==> src/rtl/rfsc_pkg.sv <==
package rfsc_pkg;
  // ---------------------------------------------------------------
  // register map (byte addresses)
  // ---------------------------------------------------------------
  localparam logic [3:0] ADDR_QUEUE_CONFIG    = 4'h0;
  localparam logic [3:0] ADDR_FILTER_ADDRESS  = 4'h4;
  localparam logic [3:0] ADDR_SETTLING_CONFIG = 4'h8;
  localparam logic [3:0] ADDR_SYNTH_CONFIG    = 4'hc;

  // ---------------------------------------------------------------
  // reset values and field positions
  // ---------------------------------------------------------------
  localparam logic [7:0] RST_QUEUE_CONFIG    = 8'h80;
  localparam logic [7:0] RST_FILTER_ADDRESS  = 8'h00;
  localparam logic [7:0] RST_SETTLING_CONFIG = 8'h0b;
  localparam logic [7:0] RST_SYNTH_CONFIG    = 8'h02;
  localparam logic [4:0] RST_LO_DIVIDER      = 5'h04;
  localparam int         POS_AUTO_DISCARD    = 7;
  localparam int         POS_LOCK_DETECT     = 4;
  localparam logic [7:0] MASK_SETTLING       = 8'h1f;
  localparam logic [7:0] MASK_SYNTH          = 8'h1f;

  // ---------------------------------------------------------------
  // calibration policy codes
  // ---------------------------------------------------------------
  localparam logic [1:0] CAL_NEVER      = 2'h0;
  localparam logic [1:0] CAL_ON_START   = 2'h1;
  localparam logic [1:0] CAL_ON_RETURN  = 2'h2;
  localparam logic [1:0] CAL_EVERY_4TH  = 2'h3;
  localparam logic [1:0] RETURN_CNT_TOP = 2'h3;

  // ---------------------------------------------------------------
  // timing
  // ---------------------------------------------------------------
  localparam int CLK_MHZ        = 25;
  localparam int LOCK_CAL_US0   = 50;
  localparam int LOCK_CAL_US1   = 75;
  localparam int LOCK_CAL_US2   = 100;
  localparam int LOCK_CAL_US3   = 150;
  localparam int LOCK_SW_US0    = 20;
  localparam int LOCK_SW_US1    = 30;
  localparam int LOCK_SW_US2    = 40;
  localparam int LOCK_SW_US3    = 60;
  localparam int REG_SETTLE_US0 = 30;
  localparam int REG_SETTLE_US1 = 60;
  localparam logic [12:0] CYC_PER_US = 13'(CLK_MHZ);
endpackage

==> src/rtl/rfsc_axil_port.sv <==
`timescale 1ns/100ps
module rfsc_axil_port (
  input  wire logic        i_sys_clk,
  input  wire logic        i_rst_n,
  input  wire logic [3:0]  i_awaddr,
  input  wire logic        i_awvalid,
  output logic             o_awready,
  input  wire logic [31:0] i_wdata,
  input  wire logic [3:0]  i_wstrb,
  input  wire logic        i_wvalid,
  output logic             o_wready,
  output logic [1:0]       o_bresp,
  output logic             o_bvalid,
  input  wire logic        i_bready,
  input  wire logic [3:0]  i_araddr,
  input  wire logic        i_arvalid,
  output logic             o_arready,
  output logic [31:0]      o_rdata,
  output logic [1:0]       o_rresp,
  output logic             o_rvalid,
  input  wire logic        i_rready,
  output logic             o_wr_en,
  output logic [3:0]       o_wr_addr,
  output logic [7:0]       o_wr_data,
  input  wire logic        i_wr_ok,
  output logic             o_rd_en,
  output logic [3:0]       o_rd_addr,
  input  wire logic [7:0]  i_rd_data,
  input  wire logic        i_rd_ok
);
  import rfsc_pkg::*;

  typedef struct packed {
    logic        aw_held;
    logic [3:0]  aw_addr;
    logic        w_held;
    logic [7:0]  w_data;
    logic        w_lane0;
    logic        bvalid;
    logic [1:0]  bresp;
    logic        rvalid;
    logic [1:0]  rresp;
    logic [7:0]  rdata;
  } rfsc_axi_t;

  rfsc_axi_t st;
  rfsc_axi_t next_st;
  logic      do_write;
  logic      do_read;

  assign o_awready = !st.aw_held && !st.bvalid;
  assign o_wready  = !st.w_held && !st.bvalid;
  assign o_arready = !st.rvalid;
  assign do_write  = st.aw_held && st.w_held && !st.bvalid;
  assign do_read   = i_arvalid && !st.rvalid;
  assign o_wr_en   = do_write && st.w_lane0;
  assign o_wr_addr = st.aw_addr;
  assign o_wr_data = st.w_data;
  assign o_rd_en   = do_read;
  assign o_rd_addr = i_araddr;

  always_comb begin
    next_st = st;
    if (i_awvalid && o_awready) begin
      next_st.aw_held = 1'b1;
      next_st.aw_addr = i_awaddr;
    end
    if (i_wvalid && o_wready) begin
      next_st.w_held  = 1'b1;
      next_st.w_data  = i_wdata[7:0];
      next_st.w_lane0 = i_wstrb[0];
    end
    if (do_write) begin
      next_st.aw_held = 1'b0;
      next_st.w_held  = 1'b0;
      next_st.bvalid  = 1'b1;
      next_st.bresp   = i_wr_ok ? 2'h0 : 2'h2;
    end
    if (st.bvalid && i_bready) begin
      next_st.bvalid = 1'b0;
    end
    if (do_read) begin
      next_st.rvalid = 1'b1;
      next_st.rdata  = i_rd_data;
      next_st.rresp  = i_rd_ok ? 2'h0 : 2'h2;
    end else if (st.rvalid && i_rready) begin
      next_st.rvalid = 1'b0;
    end
  end

  always_ff @(posedge i_sys_clk or negedge i_rst_n) begin
    if (!i_rst_n) begin
      st <= '0;
    end else begin
      st <= next_st;
    end
  end

  assign o_bvalid = st.bvalid;
  assign o_bresp  = st.bresp;
  assign o_rvalid = st.rvalid;
  assign o_rresp  = st.rresp;
  assign o_rdata  = {24'h000000, st.rdata};
endmodule

==> src/rtl/rfsc_config_regs.sv <==
`timescale 1ns/100ps
// Notes on behaviour
// auto-discard bit set: drop last received packet when its crc failed
// host must flush the receive queue before setting auto-discard again
// one 7-bit threshold serves both queues, counted in opposite directions
// threshold 0: tx 127 / rx 1 byte; 127: tx 0 / rx 128 bytes
// 8-bit filter address, reset zero, filters received packets
// policy 00: calibrate only on the explicit calibrate command
// policy 01: calibrate on idle to receive, transmit or synth-on entry
// policy 10: calibrate on every automatic return to idle
// policy 11: calibrate on every fourth automatic return to idle
// settle field picks lock wait 50/20, 75/30, 100/40 or 150/60 us
// bit 0 picks regulator wait, 30 us clear, 60 us set
// out-of-lock detector enable, off after reset
// band field picks lo divider 4..24; other codes unused
// upper bits 7:5 of settling and synth registers read zero
module rfsc_config_regs (
  input  wire logic        i_sys_clk,
  input  wire logic        i_rst_n,
  input  wire logic [3:0]  i_awaddr,
  input  wire logic        i_awvalid,
  output logic             o_awready,
  input  wire logic [31:0] i_wdata,
  input  wire logic [3:0]  i_wstrb,
  input  wire logic        i_wvalid,
  output logic             o_wready,
  output logic [1:0]       o_bresp,
  output logic             o_bvalid,
  input  wire logic        i_bready,
  input  wire logic [3:0]  i_araddr,
  input  wire logic        i_arvalid,
  output logic             o_arready,
  output logic [31:0]      o_rdata,
  output logic [1:0]       o_rresp,
  output logic             o_rvalid,
  input  wire logic        i_rready,
  input  wire logic        i_pkt_done,
  input  wire logic        i_pkt_crc_err,
  input  wire logic [7:0]  i_pkt_dest_addr,
  input  wire logic [7:0]  i_rx_level,
  input  wire logic [7:0]  i_tx_level,
  input  wire logic        i_idle_to_active,
  input  wire logic        i_auto_return_idle,
  input  wire logic        i_calibrate_cmd,
  input  wire logic        i_rx_flush_cmd,
  input  wire logic        i_switch_rxtx,
  output logic             o_discard_last_pkt,
  output logic             o_addr_match,
  output logic             o_rx_thr_reached,
  output logic             o_tx_thr_reached,
  output logic             o_calibrate,
  output logic             o_lock_wait_busy,
  output logic             o_regulator_wait_busy,
  output logic             o_lock_loss_detector_on,
  output logic [4:0]       o_lo_divider,
  output logic             o_lo_divider_band_valid
);
  import rfsc_pkg::*;

  // ---------------------------------------------------------------
  // state
  // ---------------------------------------------------------------
  typedef struct packed {
    logic [7:0] queue_config;
    logic [7:0] packet_filter_address;
    logic [7:0] synth_settling_config;
    logic [7:0] synth_config;
    logic [1:0] return_count;
    logic       discard;
    logic       match;
    logic       calibrate;
    logic       reg_start;
    logic [4:0] divider;
    logic       band_ok;
  } rfsc_regs_t;

  rfsc_regs_t st;
  rfsc_regs_t next_st;

  logic        wr_en;
  logic [3:0]  wr_addr;
  logic [7:0]  wr_data;
  logic        wr_ok;
  logic [3:0]  rd_addr;
  logic [7:0]  rd_data;
  logic        rd_ok;
  logic        lock_start;
  logic [12:0] lock_cycles;
  logic [12:0] reg_cycles;
  logic [6:0]  thr;
  logic [1:0]  policy;

  // ---------------------------------------------------------------
  // helpers
  // ---------------------------------------------------------------
  function automatic logic [12:0] us_to_cycles(input int us);
    us_to_cycles = 13'(us) * CYC_PER_US;
  endfunction

  function automatic logic [4:0] band_divider(input logic [3:0] band);
    case (band)
      4'h2:    band_divider = 5'h04;
      4'h4:    band_divider = 5'h08;
      4'h6:    band_divider = 5'h0c;
      4'h8:    band_divider = 5'h10;
      4'ha:    band_divider = 5'h14;
      4'hb:    band_divider = 5'h18;
      default: band_divider = 5'h00;
    endcase
  endfunction

  // ---------------------------------------------------------------
  // bus slave
  // ---------------------------------------------------------------
  rfsc_axil_port u_axil (
    .i_sys_clk (i_sys_clk),
    .i_rst_n   (i_rst_n),
    .i_awaddr  (i_awaddr),
    .i_awvalid (i_awvalid),
    .o_awready (o_awready),
    .i_wdata   (i_wdata),
    .i_wstrb   (i_wstrb),
    .i_wvalid  (i_wvalid),
    .o_wready  (o_wready),
    .o_bresp   (o_bresp),
    .o_bvalid  (o_bvalid),
    .i_bready  (i_bready),
    .i_araddr  (i_araddr),
    .i_arvalid (i_arvalid),
    .o_arready (o_arready),
    .o_rdata   (o_rdata),
    .o_rresp   (o_rresp),
    .o_rvalid  (o_rvalid),
    .i_rready  (i_rready),
    .o_wr_en   (wr_en),
    .o_wr_addr (wr_addr),
    .o_wr_data (wr_data),
    .i_wr_ok   (wr_ok),
    .o_rd_en   (),
    .o_rd_addr (rd_addr),
    .i_rd_data (rd_data),
    .i_rd_ok   (rd_ok)
  );

  assign wr_ok = (wr_addr[1:0] == 2'h0);
  assign rd_ok = (rd_addr[1:0] == 2'h0);

  always_comb begin
    case (rd_addr)
      ADDR_QUEUE_CONFIG:    rd_data = st.queue_config;
      ADDR_FILTER_ADDRESS:  rd_data = st.packet_filter_address;
      ADDR_SETTLING_CONFIG: rd_data = st.synth_settling_config & MASK_SETTLING;
      ADDR_SYNTH_CONFIG:    rd_data = st.synth_config & MASK_SYNTH;
      default:              rd_data = 8'h00;
    endcase
  end

  // ---------------------------------------------------------------
  // queue thresholds
  // ---------------------------------------------------------------
  assign thr = st.queue_config[6:0];

  assign o_tx_thr_reached = (i_tx_level <= (8'h7f - {1'b0, thr}));
  assign o_rx_thr_reached = (i_rx_level >= ({1'b0, thr} + 8'h01));

  // ---------------------------------------------------------------
  // synthesizer waits
  // ---------------------------------------------------------------
  assign policy = st.synth_settling_config[4:3];

  always_comb begin
    case (st.synth_settling_config[2:1])
      2'h0:    lock_cycles = i_switch_rxtx ? us_to_cycles(LOCK_SW_US0)
                                           : us_to_cycles(LOCK_CAL_US0);
      2'h1:    lock_cycles = i_switch_rxtx ? us_to_cycles(LOCK_SW_US1)
                                           : us_to_cycles(LOCK_CAL_US1);
      2'h2:    lock_cycles = i_switch_rxtx ? us_to_cycles(LOCK_SW_US2)
                                           : us_to_cycles(LOCK_CAL_US2);
      default: lock_cycles = i_switch_rxtx ? us_to_cycles(LOCK_SW_US3)
                                           : us_to_cycles(LOCK_CAL_US3);
    endcase
  end

  assign reg_cycles = st.synth_settling_config[0] ? us_to_cycles(REG_SETTLE_US1)
                                                  : us_to_cycles(REG_SETTLE_US0);
  assign lock_start = st.calibrate || i_switch_rxtx;

  rfsc_wait_timer u_lock_wait (
    .i_sys_clk (i_sys_clk),
    .i_rst_n   (i_rst_n),
    .i_start   (lock_start),
    .i_cycles  (lock_cycles),
    .o_busy    (o_lock_wait_busy),
    .o_done    ()
  );

  rfsc_wait_timer u_reg_wait (
    .i_sys_clk (i_sys_clk),
    .i_rst_n   (i_rst_n),
    .i_start   (st.reg_start),
    .i_cycles  (reg_cycles),
    .o_busy    (o_regulator_wait_busy),
    .o_done    ()
  );

  // ---------------------------------------------------------------
  // next state
  // ---------------------------------------------------------------
  always_comb begin
    next_st           = st;
    next_st.discard   = 1'b0;
    next_st.calibrate = 1'b0;
    next_st.reg_start = 1'b0;
    if (wr_en) begin
      case (wr_addr)
        ADDR_QUEUE_CONFIG:    next_st.queue_config = wr_data;
        ADDR_FILTER_ADDRESS:  next_st.packet_filter_address = wr_data;
        ADDR_SETTLING_CONFIG: next_st.synth_settling_config = wr_data & MASK_SETTLING;
        ADDR_SYNTH_CONFIG:    next_st.synth_config = wr_data & MASK_SYNTH;
        default:              next_st.queue_config = st.queue_config;
      endcase
    end

    if (i_pkt_done && i_pkt_crc_err && st.queue_config[POS_AUTO_DISCARD]) begin
      next_st.discard = 1'b1;
    end

    if (i_pkt_done) begin
      next_st.match = (i_pkt_dest_addr == st.packet_filter_address);
    end
    if (i_calibrate_cmd) begin
      next_st.calibrate = 1'b1;
    end
    case (policy)
      CAL_ON_START: begin
        if (i_idle_to_active) begin
          next_st.calibrate = 1'b1;
        end
      end
      CAL_ON_RETURN: begin
        if (i_auto_return_idle) begin
          next_st.calibrate = 1'b1;
        end
      end
      CAL_EVERY_4TH: begin
        if (i_auto_return_idle) begin
          next_st.return_count = st.return_count + 2'h1;
          if (st.return_count == RETURN_CNT_TOP) begin
            next_st.calibrate = 1'b1;
          end
        end
      end
      default: next_st.return_count = st.return_count;
    endcase
    if (i_idle_to_active) begin
      next_st.reg_start = 1'b1;
    end
    next_st.divider = band_divider(st.synth_config[3:0]);
    next_st.band_ok = (band_divider(st.synth_config[3:0]) != 5'h00);
  end

  always_ff @(posedge i_sys_clk or negedge i_rst_n) begin
    if (!i_rst_n) begin
      st                       <= '0;
      st.queue_config          <= RST_QUEUE_CONFIG;
      st.packet_filter_address <= RST_FILTER_ADDRESS;
      st.synth_settling_config <= RST_SETTLING_CONFIG;
      st.synth_config          <= RST_SYNTH_CONFIG;
      st.divider               <= RST_LO_DIVIDER;
      st.band_ok               <= 1'b1;
    end else begin
      st <= next_st;
    end
  end

  // ---------------------------------------------------------------
  // outputs
  // ---------------------------------------------------------------
  assign o_discard_last_pkt      = st.discard;
  assign o_addr_match            = st.match;
  assign o_calibrate             = st.calibrate;
  assign o_lock_loss_detector_on = st.synth_config[POS_LOCK_DETECT];
  assign o_lo_divider            = st.divider;
  assign o_lo_divider_band_valid = st.band_ok;
endmodule

==> src/rtl/rfsc_wait_timer.sv <==
`timescale 1ns/100ps
module rfsc_wait_timer (
  input  wire logic        i_sys_clk,
  input  wire logic        i_rst_n,
  input  wire logic        i_start,
  input  wire logic [12:0] i_cycles,
  output logic             o_busy,
  output logic             o_done
);
  import rfsc_pkg::*;

  typedef struct packed {
    logic [12:0] count;
    logic        busy;
    logic        done;
  } rfsc_tmr_t;

  rfsc_tmr_t st;
  rfsc_tmr_t next_st;

  always_comb begin
    next_st      = st;
    next_st.done = 1'b0;
    if (i_start) begin
      next_st.count = i_cycles;
      next_st.busy  = 1'b1;
    end else if (st.busy) begin
      if (st.count <= 13'h0001) begin
        next_st.busy = 1'b0;
        next_st.done = 1'b1;
      end else begin
        next_st.count = st.count - 13'h0001;
      end
    end
  end

  always_ff @(posedge i_sys_clk or negedge i_rst_n) begin
    if (!i_rst_n) begin
      st <= '0;
    end else begin
      st <= next_st;
    end
  end

  assign o_busy = st.busy;
  assign o_done = st.done;
endmodule

==> config.mk <==
export PLATFORM = sky130hd
export DESIGN_NAME = rfsc_config_regs
export DESIGN_NICKNAME = d
export VERILOG_FILES = /design/src/rtl/rfsc_pkg.sv /design/src/rtl/rfsc_axil_port.sv /design/src/rtl/rfsc_config_regs.sv /design/src/rtl/rfsc_wait_timer.sv
export SDC_FILE = /design/constraint.sdc
export NUM_CORES = 1
export LEC_CHECK = 0
export ABC_CLOCK_PERIOD_IN_PS = 2300
export BUFFER_PORTS_ARGS = -buffer_cell sky130_fd_sc_hd__buf_2
export CAP_MARGIN = 0
export CORE_MARGIN = 2
export CORE_UTILIZATION = 40
export DETAILED_ROUTE_END_ITERATION = 6
export PLACE_DENSITY = 0.7
export RECOVER_POWER = 50
export SLEW_MARGIN = 0
export SYNTH_ARGS = -nofsm -noshare
export SYNTH_HDL_FRONTEND = slang
export SYNTH_HIERARCHICAL = 1
export SYNTH_SLANG_ARGS = --single-unit
==> constraint.sdc <==
create_clock -name i_sys_clk -period 2.3 [get_ports i_sys_clk]
set_input_delay 0.345 -clock i_sys_clk [delete_from_list [all_inputs] [get_ports i_sys_clk]]
set_output_delay 0.345 -clock i_sys_clk [all_outputs]
set_load 0.05 [all_outputs]
==> results.toml <==
[drt]
wl_met2_um = 5910
drt-initial-drc-count = 291
wl_met1_um = 5500
route.met3.wl_um = 698
drtAntennaViolNets = 0
viasPerCell = 5.35
drc = 0
vias = 4253
routed_wl_um = 12500
first_pass_iters = 4
wl_per_cell_um = 15.7
top_layer = "met4"

[sta]
tightest_slew_ns = 0.862
setup_viol = 2
period_needed_ns = 2.40
fin_tns_setup_ns = -0.169
report.final.slew_viol_count = 0
timing.slew.headroom_pct = 42.5
hold_viol = 0
fmax_ghz = 0.418
fin_ws_ns = -0.0950
rsz0062_at_grt = "true"
period_share_pct = 104
skew_ns = 0.00669

[setup_path]
reg2reg_from = "u_reg_wait/st[9]"
cp_max_fo = 3
crit_type = "reg -> out"
r2r-end = "u_reg_wait/st[14]"
crit_start = "st[39]"
required_ns = 1.96
worst_r2r_path_depth = 4
r2r_setup_slack_ns = 0.09
critPathLaunchType = "register"
end_kind = "output port"
worstPathArrival_ns = 2.05
crit_path_end = "o_rx_thr_reached"

[pwr]
seq_power_share_pct = 39.2
ir_drop_mv = 0.759
power.switching_w = 0.00271
power.internal_w = 0.00417
p_per_area_mw_per_mm2 = 1050
leakagePower_nw = 3.05
comb_power_share_pct = 39.0
power_w = 0.00688
netSwitchingFraction_pct = 39.4
clkPwrFrac_pct = 21.8

[placement]
portBuffers = 80
gp_congestion = 0.881
dp_hpwl_um = 9130

[finish]
layout-area-overhead-vs-synth_pct = 15.4
final_util_pct = 47.3
final_nets = 716
diodes = 0
drive_above_1_share_pct = 35.9

[die]
rows = 43
die-area_mm2 = 0.0151
io_pins = 137
die_h_um = 123
core-area_mm2 = 0.0138
die_width_um = 123
initial_core_util_pct = 40.9

[global_route]
grt_use_total_pct = 17.3
antenna_found_initial = 0
grt_pass1_wl_um = 20500
grt_max_degree = 60
grt.overflow.total = 0
grt_pass1_vias = 4206

[cts]
cts_max_level = 3
cts_buffers = 9
clk_latency_ns = 0.34
max-clock-path-buffers = 2
cts_tree = "built"
cts.sink_count = 91
clockRootBuffer = "clkbuf_16"
cts.clk_slew.worst_paths_ns = 0.07

[hold_path]
min_path_type = "in -> reg"

[outcome]
violations = "setup timing"
outcome = "finished, violations left"

[synth]
synth_area_per_cell_um2 = 10.6
yosys_warnings = 6
syn_inst = 535
syn-cell-area_mm2 = 0.00566

[job]
drv_cap = 0
[per-layer routing]
metal	global-route usage, %	vias up
li1	-	1998
met1	22.7	2090
met2	27.9	132
met3	4.01	33
met4	6.82	0
met5	0	-
[layout make-up]
| cell class | instances | area (um2) |
|---|---|---|
| well taps | 180 | 225 |
| flip-flops and latches | 91 | 2290 |
| inverters | 27 | 101 |
| fillers | 1248 | 7290 |
| clock buffers | 10 | 229 |
| repair buffers | 110 | 641 |
| clock inverters | 6 | 73.8 |
| multi-input cells | 371 | 2970 |
[placed cells by master, fill, tap and decap left out, drive strengths merged, types with 12 or more instances in the layout]
| cell | n |
|---|---|
| mux2 | 52 |
| o21ai | 14 |
| inv | 28 |
| nand3 | 13 |
| nor2 | 25 |
| clkbuf | 17 |
| dfrtp | 84 |
| or4 | 12 |
| nand2 | 28 |
| conb | 36 |
| ha | 24 |
| o211ai | 12 |
| buf | 102 |
[registers in the layout, indices dropped and copies added (netlist names), 3 cells and up]
signal and flops:
u_axil/o_rdata 8, u_axil/o_wr_addr 4, u_lock_wait/st 13, u_reg_wait/st 13
o_lo_divider 3, u_axil/o_wr_data 8, u_axil/st 3, st 26
[repair_timing]
action | in CTS | in global routing
hold endpoints to repair | 32 | 0
hold buffers | 1 | 0
setup buffers | 5 | 3
gates cloned | 0 | 0
pin swaps | 10 | 9
endpoints found under the setup margin | 2 | 3
resized for setup | 14 | 14
[worst min-delay path by stage]
stage | start | end | slack [ns] | cells after the start
final | i_idle_to_active | st[6] | 0.14 | 1
after global routing | i_rready | u_axil/o_rvalid | 0.15 | 2
after CTS | i_idle_to_active | st[6] | 0.12 | 1
after detailed placement | i_rst_n | u_lock_wait/st[3] | 0.34 | 1
after global placement | i_rst_n | u_lock_wait/st[3] | 0.33 | 1
after floorplan | i_rst_n | o_addr_match | 0.05 | 0
[per-stage QoR]
stage	setup slack, ns	area, um2	instances	hold slack [ns]
after floorplan	-0.0559	5790	568	0.0494
after global placement	0.138	6060	770	0.332
after detailed placement	0.0996	6060	770	0.336
after CTS	-0.105	6460	792	0.122
after global routing	-0.189	6530	795	0.147
final	-0.0950	6530	795	0.142
[power by group through the flow]
stage	Sequential [W]	Clock, W	Combinational, W
2_1_floorplan	0.00259	0	0.00210
3_3_place_gp	0.00266	0	0.00242
3_5_place_dp	0.00270	0	0.00251
4_1_cts	0.00268	0.00154	0.00261
5_1_grt	0.00277	0.00161	0.00293
6_report	0.00269	0.00150	0.00268
[worst max-delay path, stage by stage (launching register included)]
cell     delay [ns]
dfrtp_1        0.43
buf_6          0.15
xor2_1         0.16
ha_1           0.29
a211o_1        0.26
a31oi_1        0.16
o21ai_1        0.10
buf_6          0.16
Power figures use the tool's default switching activity.
